### config.mk
export PLATFORM = sky130hd
export DESIGN_NAME = fractional_n_divider_control
export DESIGN_NICKNAME = d
export VERILOG_FILES = /design/src/rtl/frac_div_pkg.sv /design/src/rtl/fractional_n_divider_control.sv
export VERILOG_INCLUDE_DIRS = /design/src /design/src/rtl
export SDC_FILE = /design/constraint.sdc
export NUM_CORES = 1
export LEC_CHECK = 0
export BUFFER_PORTS_ARGS = -buffer_cell sky130_fd_sc_hd__buf_2
export CORE_MARGIN = 2
export CORE_UTILIZATION = 25
export DETAILED_ROUTE_END_ITERATION = 10
export SYNTH_ARGS = -nofsm -noshare
export SYNTH_HDL_FRONTEND = slang
export SYNTH_SLANG_ARGS = --single-unit
### constraint.sdc
create_clock -name clk_sys_i -period 18.84 [get_ports clk_sys_i]
set_clock_uncertainty 0.15 [all_clocks]
set_input_delay 3.768 -clock clk_sys_i [delete_from_list [all_inputs] [get_ports clk_sys_i]]
set_output_delay 3.768 -clock clk_sys_i [all_outputs]
set_load 0.03 [all_outputs]
### src/rtl/frac_div_defs.svh
`ifndef FRAC_DIV_DEFS_SVH
`define FRAC_DIV_DEFS_SVH

`define ADDR_W             8
`define DATA_W             24
`define ADDR_REF_DIV       8'h02
`define ADDR_INT_DIV       8'h03
`define ADDR_FRAC_DIV      8'h04
`define ADDR_EXACT_STEP    8'h0c
`define ADDR_OUT_DIV       8'h16
`define INT_W              19
`define FRAC_W             24
`define OUT_DIV_W          6
`define INT_MIN            19'h00014
`define INT_MAX            19'h7fffc
`define OUT_DIV_MAX        6'h3e
`define RST_REF_DIV        24'h000001
`define RST_INT_DIV        19'h00014
`define RST_FRAC_DIV       24'h000000
`define RST_EXACT_STEP     24'h000000
`define RST_OUT_DIV        6'h01

`endif

### src/rtl/frac_div_pkg.sv
`include "frac_div_defs.svh"

package frac_div_pkg;

	typedef struct packed {
		logic               en;
		logic [`ADDR_W-1:0] addr;
		logic [`DATA_W-1:0] data;
	} reg_write_t;

	typedef struct packed {
		logic               modulator_enable;
		logic               modulator_bypass;
	} mod_ctrl_t;

	typedef enum logic [1:0] {
		MODE_INTEGER,
		MODE_FRACTIONAL,
		MODE_EXACT
	} mod_mode_t;

endpackage : frac_div_pkg

### src/rtl/fractional_n_divider_control.sv
// Overview of operation
// - output divider: one, or even two..sixty-two
// - integer ratio from register, twenty to 524284
// - integer register is 19-bit unsigned
// - fraction equals 24-bit value over 2^24
// - comparison rate is reference over ratio register
// - fixed binary modulus of 2^24
// - exact mode keeps full 24-bit accumulator
// - channel change needs only fraction write
`timescale 1ns/1ps
`default_nettype none
`include "frac_div_defs.svh"

module fractional_n_divider_control (
	input  wire logic                    clk_sys_i,
	input  wire logic                    reset_n_i,
	input  wire frac_div_pkg::reg_write_t reg_write_i,
	input  wire logic [`ADDR_W-1:0]      rd_addr_i,
	input  wire frac_div_pkg::mod_ctrl_t mod_ctrl_i,
	output logic [`DATA_W-1:0]           rd_data_o,
	output logic [`DATA_W-1:0]           reference_ratio_o,
	output logic [`INT_W:0]              feedback_ratio_o,
	output logic [`OUT_DIV_W-1:0]        output_ratio_o,
	output logic [`FRAC_W-1:0]           modulator_phase_accumulator_o,
	output frac_div_pkg::mod_mode_t      mode_o
);
	import frac_div_pkg::*;

	logic [`DATA_W-1:0]    ref_div_reg;
	logic [`INT_W-1:0]     int_div_reg;
	logic [`FRAC_W-1:0]    frac_div_reg;
	logic [`FRAC_W-1:0]    exact_step_reg;
	logic [`OUT_DIV_W-1:0] out_div_reg;
	logic                  frac_load_reg;
	logic [`FRAC_W-1:0]    frac_active_reg;
	logic [`FRAC_W-1:0]    step_active_reg;
	logic [`FRAC_W-1:0]    residue_reg;
	logic [`FRAC_W-1:0]    modulator_phase_accumulator_reg;
	logic [`FRAC_W-1:0]    exact_acc_reg;
	logic [`INT_W-1:0]     int_clamped;
	logic [2*`FRAC_W-1:0]  residue_product;
	logic [`FRAC_W:0]      exact_sum;
	logic                  exact_borrow;
	logic [`FRAC_W:0]      phase_sum;
	logic [`FRAC_W-1:0]    phase_add;
	logic                  exact_active;
	logic                  frac_active;
	logic [`OUT_DIV_W-1:0] out_div_next;
	mod_mode_t             mode_next;

	// register file
	always_ff @(posedge clk_sys_i or negedge reset_n_i)
	begin
		if (!reset_n_i)
		begin
			ref_div_reg    <= `RST_REF_DIV;
			int_div_reg    <= `RST_INT_DIV;
			frac_div_reg   <= `RST_FRAC_DIV;
			exact_step_reg <= `RST_EXACT_STEP;
			out_div_reg    <= `RST_OUT_DIV;
		end
		else if (reg_write_i.en)
		begin
			case (reg_write_i.addr)
				`ADDR_REF_DIV:    ref_div_reg    <= reg_write_i.data;
				`ADDR_INT_DIV:    int_div_reg    <= reg_write_i.data[`INT_W-1:0];
				`ADDR_FRAC_DIV:   frac_div_reg   <= reg_write_i.data;
				`ADDR_EXACT_STEP: exact_step_reg <= reg_write_i.data;
				`ADDR_OUT_DIV:    out_div_reg    <= reg_write_i.data[`OUT_DIV_W-1:0];
				default:          ;
			endcase
		end
	end

	// read back; unmapped addresses read zero
	always_ff @(posedge clk_sys_i or negedge reset_n_i)
	begin
		if (!reset_n_i)
			rd_data_o <= '0;
		else
		begin
			case (rd_addr_i)
				`ADDR_REF_DIV:    rd_data_o <= ref_div_reg;
				`ADDR_INT_DIV:    rd_data_o <= {{(`DATA_W-`INT_W){1'b0}}, int_div_reg};
				`ADDR_FRAC_DIV:   rd_data_o <= frac_div_reg;
				`ADDR_EXACT_STEP: rd_data_o <= exact_step_reg;
				`ADDR_OUT_DIV:    rd_data_o <= {{(`DATA_W-`OUT_DIV_W){1'b0}}, out_div_reg};
				default:          rd_data_o <= '0;
			endcase
		end
	end

	// fraction and step are staged so a write takes effect on the following cycle
	always_ff @(posedge clk_sys_i or negedge reset_n_i)
	begin
		if (!reset_n_i)
			frac_load_reg <= 1'b0;
		else
			frac_load_reg <= reg_write_i.en &&
				(reg_write_i.addr == `ADDR_FRAC_DIV || reg_write_i.addr == `ADDR_EXACT_STEP);
	end

	// residue of fraction times step count: the excess of the rounded-up fraction
	assign residue_product = frac_div_reg * exact_step_reg;

	always_ff @(posedge clk_sys_i or negedge reset_n_i)
	begin
		if (!reset_n_i)
		begin
			frac_active_reg <= `RST_FRAC_DIV;
			step_active_reg <= `RST_EXACT_STEP;
			residue_reg     <= '0;
		end
		else if (frac_load_reg)
		begin
			frac_active_reg <= frac_div_reg;
			step_active_reg <= exact_step_reg;
			residue_reg     <= residue_product[`FRAC_W-1:0];
		end
	end

	assign frac_active  = mod_ctrl_i.modulator_enable && !mod_ctrl_i.modulator_bypass;
	assign exact_active = frac_active && (step_active_reg != '0);

	// exact correction: drop one lsb residue/step times per cycle on average
	assign exact_sum    = {1'b0, exact_acc_reg} + {1'b0, residue_reg};
	assign exact_borrow = exact_active && (exact_sum >= {1'b0, step_active_reg});

	always_ff @(posedge clk_sys_i or negedge reset_n_i)
	begin
		if (!reset_n_i)
			exact_acc_reg <= '0;
		else if (frac_load_reg || !exact_active)
			exact_acc_reg <= '0;
		else if (exact_borrow)
			exact_acc_reg <= exact_sum[`FRAC_W-1:0] - step_active_reg;
		else
			exact_acc_reg <= exact_sum[`FRAC_W-1:0];
	end

	// full-length 24-bit phase accumulator, modulus 2^24 by natural wrap
	assign phase_add = (exact_borrow && frac_active_reg != '0) ? frac_active_reg - 24'h000001 : frac_active_reg;
	assign phase_sum = {1'b0, modulator_phase_accumulator_reg} + {1'b0, phase_add};

	always_ff @(posedge clk_sys_i or negedge reset_n_i)
	begin
		if (!reset_n_i)
			modulator_phase_accumulator_reg <= '0;
		else if (!frac_active)
			modulator_phase_accumulator_reg <= '0;
		else
			modulator_phase_accumulator_reg <= phase_sum[`FRAC_W-1:0];
	end

	always_comb
	begin
		if (int_div_reg < `INT_MIN)
			int_clamped = `INT_MIN;
		else if (int_div_reg > `INT_MAX)
			int_clamped = `INT_MAX;
		else
			int_clamped = int_div_reg;
	end

	// feedback ratio per comparison cycle: integer plus modulator carry
	always_ff @(posedge clk_sys_i or negedge reset_n_i)
	begin
		if (!reset_n_i)
			feedback_ratio_o <= {1'b0, `RST_INT_DIV};
		else if (frac_active)
			feedback_ratio_o <= {1'b0, int_clamped} + {{`INT_W{1'b0}}, phase_sum[`FRAC_W]};
		else
			feedback_ratio_o <= {1'b0, int_clamped};
	end

	// zero or one selects fundamental; odd values fall to the even below; cap at 62
	always_comb
	begin
		if (out_div_reg <= 6'h01)
			out_div_next = 6'h01;
		else if (out_div_reg > `OUT_DIV_MAX)
			out_div_next = `OUT_DIV_MAX;
		else
			out_div_next = {out_div_reg[`OUT_DIV_W-1:1], 1'b0};
	end

	always_comb
	begin
		if (exact_active)
			mode_next = MODE_EXACT;
		else if (frac_active)
			mode_next = MODE_FRACTIONAL;
		else
			mode_next = MODE_INTEGER;
	end

	always_ff @(posedge clk_sys_i or negedge reset_n_i)
	begin
		if (!reset_n_i)
		begin
			output_ratio_o    <= `RST_OUT_DIV;
			reference_ratio_o <= `RST_REF_DIV;
			mode_o            <= MODE_INTEGER;
		end
		else
		begin
			output_ratio_o    <= out_div_next;
			reference_ratio_o <= (ref_div_reg == '0) ? `RST_REF_DIV : ref_div_reg;
			mode_o            <= mode_next;
		end
	end

	assign modulator_phase_accumulator_o = modulator_phase_accumulator_reg;

endmodule : fractional_n_divider_control
`default_nettype wire

## After elaboration in Yosys (flattened, before gate mapping)

Index checks and enable logic that the tools add are counted.

- Register bits: 294
- Input bits: 45
- Output and inout port bits: 100

- $add $sub $neg: 5
- $mul: 1
- Order comparisons: 5
- Equality and inequality tests: 10
- Mux-type cells: 13
- Reductions and logical operators: 17

Operators with widths:

| operator | number |
|---|---|
| 24-bit two-way mux | 5 |
| 24-bit one-hot mux with 5 select lines | 1 |
| 24-bit by 24-bit adder with 25-bit output | 2 |
| 24-bit nonzero test | 2 |
| 19-bit two-way mux | 2 |
| 8-bit by 2-bit == test with 1-bit output, second input constant | 4 |
| 25-bit by 24-bit greater-or-equal comparator with 1-bit output | 1 |
| 24-bit logical NOT | 1 |
| 24-bit by 24-bit multiplier with 24-bit output | 1 |
| 24-bit by 1-bit subtractor with 24-bit output, second input constant | 1 |
| 24-bit subtractor | 1 |
| 19-bit by 1-bit adder with 20-bit output | 1 |
| 20-bit two-way mux | 1 |
| 19-bit greater-than comparator, second input constant | 1 |
| 19-bit by 5-bit less-than comparator with 1-bit output, second input constant | 1 |
| 8-bit by 3-bit == test with 1-bit output, second input constant | 2 |
| 8-bit by 4-bit == test with 1-bit output, second input constant | 2 |
| 8-bit by 5-bit == test with 1-bit output, second input constant | 2 |
| 6-bit two-way mux | 2 |
| 2-bit AND reduction | 5 |
| 6-bit greater-than comparator, second input constant | 1 |
| 6-bit by 1-bit <= comparator with 1-bit output, second input constant | 1 |
| 1-bit logical AND | 5 |
| 1-bit logical NOT | 2 |
| 3 further kinds | 4 |

## Depth between registers and ports, before layout

Gate-level depths: netlist of run 1.

- Word-level depth: 9
- Mapped depth: 36

## Worst setup path after synthesis of run 1

Ideal clock, no wire load.

- Kind: input-to-reg
- Start: input mod_ctrl_i[1] (netlist bit)
- End: register feedback_ratio_o[10]
- Library setup time: 80 ps
- Arrival: 8076 ps
- Required time: 18610 ps
- Setup slack: 10534 ps
- Stages: 24
- Path buffers: 1
- Cell sequence: nor2b_1 -> o21ai_0 -> nor4_1 -> or2_1 -> buf_2 -> nand2_1 -> xnor2_1 -> ha_1 -> fa_1 -> a21o_1 -> a21boi_0 -> o21ai_0 -> a21o_1 -> a2111oi_0 -> or3_1 -> nand2_1 -> a21o_1 -> a21o_1 -> ha_1 -> ha_1 -> nand3_1 -> nor2_1 -> nand4_1 -> xnor2_1

- Longest elaborated chain between the ends: 8

RTL lines:

| item | RTL line | text |
|---|---|---|
| start, declared | fractional_n_divider_control.sv:19 | `input wire frac_div_pkg::mod_ctrl_t mod_ctrl_i,` |
| 1-bit logical AND * | fractional_n_divider_control.sv:122 | `assign frac_active = mod_ctrl_i.modulator_enable && !mod_ctrl_i.modulator_bypass;` |
| 1-bit logical AND | fractional_n_divider_control.sv:123 | `assign exact_active = frac_active && (step_active_reg != '0);` |
| 1-bit logical AND | fractional_n_divider_control.sv:127 | `assign exact_borrow = exact_active && (exact_sum >= {1'b0, step_active_reg});` |
| 1-bit logical AND | fractional_n_divider_control.sv:142 | `assign phase_add = (exact_borrow && frac_active_reg != '0) ? frac_active_reg - 24'h000001 : frac_active_reg;` |
| 24-bit two-way mux | fractional_n_divider_control.sv:142 |  |
| 24-bit by 24-bit adder with 25-bit output | fractional_n_divider_control.sv:143 | `assign phase_sum = {1'b0, modulator_phase_accumulator_reg} + {1'b0, phase_add};` |
| 19-bit by 1-bit adder with 20-bit output | fractional_n_divider_control.sv:171 | `` feedback_ratio_o <= {1'b0, int_clamped} + {{`INT_W{1'b0}}, phase_sum[`FRAC_W]}; `` |
| 20-bit two-way mux * | fractional_n_divider_control.sv:170 | `else if (frac_active)` |
| end signal, assigned | fractional_n_divider_control.sv:169 | `` feedback_ratio_o <= {1'b0, `RST_INT_DIV}; `` |
| end signal, assigned | fractional_n_divider_control.sv:171 |  |
| end signal, assigned | fractional_n_divider_control.sv:173 | `feedback_ratio_o <= {1'b0, int_clamped};` |
| end, declared | fractional_n_divider_control.sv:22 | `` output logic [`INT_W:0] feedback_ratio_o, `` |

Mark *: on every way between the ends. The rest lies on a longest branch, timed or not.
A chain may end at the register's enable or synchronous reset.

## Worst setup path after layout of run 1

Same ends and word-level chain as after synthesis.

==> qor.yml, run 1 <==
floorplanning:
  coreArea_um2: 94700
  initial_core_util_pct: 25.2
  io_pins: 145
  dieArea_um2: 97900
  die_w_um: 313
  fp.dieH_um: 313
  std_cell_rows: 113
yosys:
  synth.area.top_cells: "dfrtp_1, fa_1, ha_1"
  synth_edf_count: 0
  synth_seq_cells: 294
  synth_area_um2: 23900
  yosysUniqueCellTypes: 77
  async_flop_share_pct: 100
  syn_inst: 2410
  synth_common_cells: "nand2_1, dfrtp_1, inv_1"
  yosys_warnings: 0
  synth_top_area_share_pct: 30.0
  yosysTopAreaCell: "dfrtp_1"
  seq_area_frac_synth_pct: 30.9
  synthFlopType: "dfrtp_1"
  yosysMostFrequentCell: "nand2_1"
  postSynthAreaPerCell_um2: 9.90
  synth_fp_nets: 2830
sta:
  finalHoldViolCount: 0
  tightest_slew_ns: 1.15
  period_share_pct: 49.6
  hold_ws_ns: 0.282
  setup_viol: 0
  slew_violations: 0
  max_freq_mhz: 107
  fin_setup_tns_ns: 0
  rsz0062_at_grt: "false"
  max_slew_margin_pct: 22.9
  min_period_ns: 9.34
routing:
  avgViaCountPerCell: 4.59
  routed_wl_mm: 66.1
  drcViolationCount: 0
  firstDrtPassIters: 5
  via_count: 17330
  antenna_left: 0
  initialDrtViolationCount: 1115
  routedWlPerCell_um: 17.5
placed_design:
  port_buffers: 144
  place.gp.congestion: 0.854
  postPlaceCellArea_um2: 25900
  place_hpwl_mm: 49.7
  place_inst: 3718
clocking:
  cts_tree: "yes"
  holdBufCountCts: 0
  clk_pin_slew_ns: 0.07
  cts_buffers: 30
  cts_sinks: 294
  clock_path_buffers: 3
  cts_resized: 0
  postCtsSetupRepairBufs: 0
  insertion_delay_ns: 0.64
  cts_max_level: 1
  root_buffer: "clkbuf_16"
pwr:
  power_density_nw_per_um2: 57.7
  leakage_uw: 0.0132
  ir_worst_vdd_mv: 0.0542
worst_setup_path:
  cp-end-kind: "flip-flop"
  arrival_ns: 9.73
  worstPathMaxFanout: 43
  timing.setup.critical_path_class: "in2reg"
  required_ns: 19.24
  cp-start-kind: "input port"
final_layout:
  fin_area_um2: 27000
  num_antenna_cells: 0
  fin_nets: 2905
  instances_no_fill: 3774
  nFillCells: 9978
  area_delta_synth_final_pct: 13.4
  layout-drive-gt1-share_pct: 16.2
global_route:
  grt_pass1_vias: 17939
  antenna_found_initial: 1
  grt_pass1_wl_mm: 105
  grt_max_degree: 95
  grt-ovfl-total: 0
  grtUsageTotal_pct: 13.5
outcome:
  status: "completed"
flow_run:
  maxCapViolations: 0
hold_path:
  hp-class: "reg2reg"
cells by family after synthesis:
family / share of synthesized area, %
compound gates: 8.57
xor+xnor: 5.69
fa+ha+maj: 26.5
buf+inv: 6.62
flops: 30.9
mux: 7.83
other cells: 0.0157
simple gates: 13.9
routing by layer:
layer	GRT usage [%]	wire [µm]
met4	4.61	1980
met5	0	0
met1	17.0	27700
met2	24.1	33700
met3	1.40	2630
worst max-delay path, stage by stage:
cell,delay (ns)
buf_2,0.08
nor2b_2,0.12
buf_4,0.27
o21ai_0,0.25
nor4_1,0.45
or2_1,0.27
buf_4,0.45
nand2_1,0.19
xnor2_1,0.17
ha_1,0.21
fa_1,0.40
a21o_1,0.21
a21boi_0,0.22
o21ai_0,0.12
a21o_1,0.23
a2111oi_0,0.54
or3_1,0.20
nand2_1,0.08
a21o_1,0.18
a21o_1,0.28
ha_1,0.26
ha_1,0.23
nand3_1,0.12
nor2_1,0.12
nand4_1,0.13
xnor2_1,0.12
through the flow:
| step | total power (µW) | setup WS, ns | utilization (%) |
|---|---|---|---|
| finish | 1560 | 9.50 | 28.6 |
| global route | 1620 | 8.98 | 28.6 |
| CTS | 1580 | 9.53 | 28.6 |
| detailed placement | 889 | 8.90 | 27.4 |
| global placement | 888 | 9.01 | 27.4 |
| floorplan | 805 | 10.53 | - |
area by class of cell:
class / count / area, µm² / share of cell area (%)
Clock buffer: 37 / 837 / 3.09
Clock inverter: 19 / 297 / 1.10
Inverter: 283 / 1060 / 3.93
Multi-Input combinational cell: 1700 / 14900 / 55.2
Sequential cell: 294 / 7370 / 27.2
Tap cell: 1265 / 1580 / 5.85
Timing Repair Buffer: 176 / 971 / 3.59
report_power, final:
group          switching, µW  internal, µW  leakage (µW)
sequential              31.1           653       0.00405
clock                    281           402      0.000553
combinational            125          68.3       0.00862
final timing paths:
check	startpoint	end	slack, ns	cells past startpoint
min in group asynchronous	reset_n_i	feedback_ratio_o[19]	2.96	1
hold / removal	ref_div_reg[20]	reference_ratio_o[20]	0.28	0
max in group asynchronous	reset_n_i	exact_acc_reg[14]	13.32	3
setup reg to reg	residue_reg[0]	feedback_ratio_o[10]	9.73	36
hold reg to reg	ref_div_reg[20]	reference_ratio_o[20]	0.28	0
setup / recovery	mod_ctrl_i[1]	feedback_ratio_o[10]	9.50	26
cell usage in the layout (no fill, tap or decap), drive strengths merged, types with 6 or more instances in the layout:
master / netlist / final
and2: 125 / 125
nand2b: 15 / 15
nor2b: 15 / 15
nand4: 26 / 26
dfrtp: 286 / 286
fa: 216 / 216
xnor2: 118 / 118
inv: 283 / 286
xor2: 37 / 37
o211ai: 9 / 9
clkinv: 0 / 8
or2: 7 / 7
o21a: 13 / 13
a211oi: 14 / 14
nor2: 96 / 96
or3: 8 / 8
a21o: 28 / 28
buf: 15 / 176
mux2i: 28 / 28
a21oi: 86 / 86
clkbuf: 118 / 37
and3: 8 / 8
nor3: 19 / 19
ha: 159 / 159
a2111oi: 6 / 6
dfstp: 8 / 8
a22oi: 9 / 9
o21bai: 10 / 10
nor4: 21 / 21
bufinv: 0 / 6
nand2: 301 / 301
a221o: 10 / 10
o21ai: 88 / 88
nand3: 18 / 18
mux2: 141 / 141
(Power assumes the default switching activity.)
==> inputs of run 2 (changes only) <==
- clock period: 18.84 -> 9.3 ns (I/O delays scaled with it)
==> run 2 against run 1 <==
Cell count grew 0.19%. Cell area grew 0.52%. Routed wire length grew 0.45%. First-iteration DRC count shrank 16%. Total power grew 110%. Die area is the same. Non-clock buffer count is the same. Register-to-register slack lost 9.1 ns. Sequential cell count is the same. Critical endpoint unchanged. Largest cell class unchanged.
==> qor.yml, run 2 (synthesized netlist as in run 1, its figures left out) <==
worst_setup_path:
  worstPathMaxFanout: 47
  required_ns: 9.59
  cp-end-kind: "flip-flop"
  slowest_stage: "a2111oi_1"
  cp-start-kind: "flip-flop"
  arrival_ns: 8.91
  timing.setup.critical_path_class: "reg2reg"
  cp_slowest_stage_delay_ns: 0.49
  worstRegToRegCells: 35
  reg2reg_slack_ns: 0.67
  cpMostUsedCell: "ha_1"
pwr:
  leakage_uw: 0.0133
  intPower_uw: 2370
  sequentialPowerShare_pct: 42.7
  power_density_nw_per_um2: 120
  pwr-share-comb_pct: 11.7
  power.share.clock_pct: 45.5
  fin_total_pwr_uw: 3270
  ir_worst_vdd_mv: 0.110
  switchingPower_uw: 901
  p_sw_share_pct: 27.5
final_layout:
  final_common_cell: "nand2_1"
  area_delta_synth_final_pct: 14.0
  layout-drive-gt1-share_pct: 16.4
  final_cell_mix: "nand2_1, dfrtp_1, inv_1"
  fin_nets: 2909
  fin_util_pct: 28.7
routing:
  initialDrtViolationCount: 935
  firstDrtPassIters: 5
  antenna_left: 0
  avgViaCountPerCell: 4.61
  dr_wl_met2_mm: 33.4
  routed_wl_mm: 66.4
  routedWlPerCell_um: 17.6
  drcViolationCount: 0
  highest_layer: "met4"
  wl_met1_mm: 27.4
  via_count: 17420
  route.met3.wl_mm: 2.56
floorplanning:
  io_pins: 145
  coreArea_um2: 94700
  die_w_um: 313
  std_cell_rows: 113
  dieArea_um2: 97900
  initial_core_util_pct: 25.2
  fp.dieH_um: 313
outcome:
  status: "completed"
sta:
  max_freq_mhz: 116
  max_slew_margin_pct: 20.4
  slew_violations: 0
  tightest_slew_ns: 1.19
  worst_slack_ns: 0.675
  setup_viol: 0
  min_period_ns: 8.63
  period_share_pct: 92.7
  rsz0062_at_grt: "false"
  hold_ws_ns: 0.285
  fin_setup_tns_ns: 0
  finalHoldViolCount: 0
clocking:
  clock_path_buffers: 3
  cts_sinks: 294
  cts_buffers: 34
  cts_max_level: 2
  postCtsSetupRepairBufs: 0
  holdBufCountCts: 0
  insertion_delay_ns: 0.55
  cts_tree: "yes"
  clk_pin_slew_ns: 0.07
  root_buffer: "clkbuf_16"
  cts_resized: 0
placed_design:
  place_hpwl_mm: 50.4
  place_ws_ns: 0.471
  place.gp.congestion: 0.886
  port_buffers: 144
global_route:
  grtUsageTotal_pct: 13.7
  grt_pass1_wl_mm: 105
  grt-ovfl-total: 0
  grt_pass1_vias: 18039
  grt_max_degree: 118
  antenna_found_initial: 1
hold_path:
  worstHoldPathCells: 0
  hp-class: "reg2reg"
flow_run:
  maxCapViolations: 0
[run 2: layout make-up]
cell class              instances  area (µm²)
clock buffers                  43         956
multi-input cells            1700       14900
repair buffers                176         983
well taps                    1265        1580
flip-flops and latches        294        7370
clock inverters                19         292
inverters                     283        1060
fillers                      9954       67500
diodes                          1        2.50
[run 2: critical path: cells and delay by family (launching register included)]
kind / cells / cell delay (ns)
AO/OA/AOI/OAI: 17 / 3.82
AND/OR/NAND/NOR: 8 / 1.61
XOR/XNOR: 3 / 0.41
buffers and inverters: 1 / 0.33
flip-flops: 1 / 0.38
adder cells (fa/ha/maj): 6 / 1.79
[run 2: stage by stage]
step	area, µm²	cells
finish	27200	3781
global route	27200	3781
CTS	27200	3780
detailed placement	25900	3718
global placement	25900	3718
floorplan	23900	2410
[run 2: worst paths after layout]
check	from	end
setup / recovery	residue_reg[0]	feedback_ratio_o[10]
hold / removal	ref_div_reg[4]	reference_ratio_o[4]
setup reg to reg	residue_reg[0]	feedback_ratio_o[10]
hold reg to reg	ref_div_reg[4]	reference_ratio_o[4]
max in group asynchronous	reset_n_i	exact_step_reg[15]
min in group asynchronous	reset_n_i	feedback_ratio_o[19]
[run 2: metal layers]
metal,global-route usage (%),vias to the layer above
li1,-,8038
met1,16.8,8839
met2,24.0,402
met3,1.47,141
met4,6.26,0
met5,0,-
[run 2: power by group through the flow]
stage | clock [µW] | sequential (µW) | combinational, µW
2_1_floorplan | 0 | 1410 | 226
3_3_place_gp | 0 | 1420 | 383
3_5_place_dp | 0 | 1420 | 384
4_1_cts | 1530 | 1400 | 387
5_1_grt | 1570 | 1400 | 423
6_report | 1490 | 1400 | 384
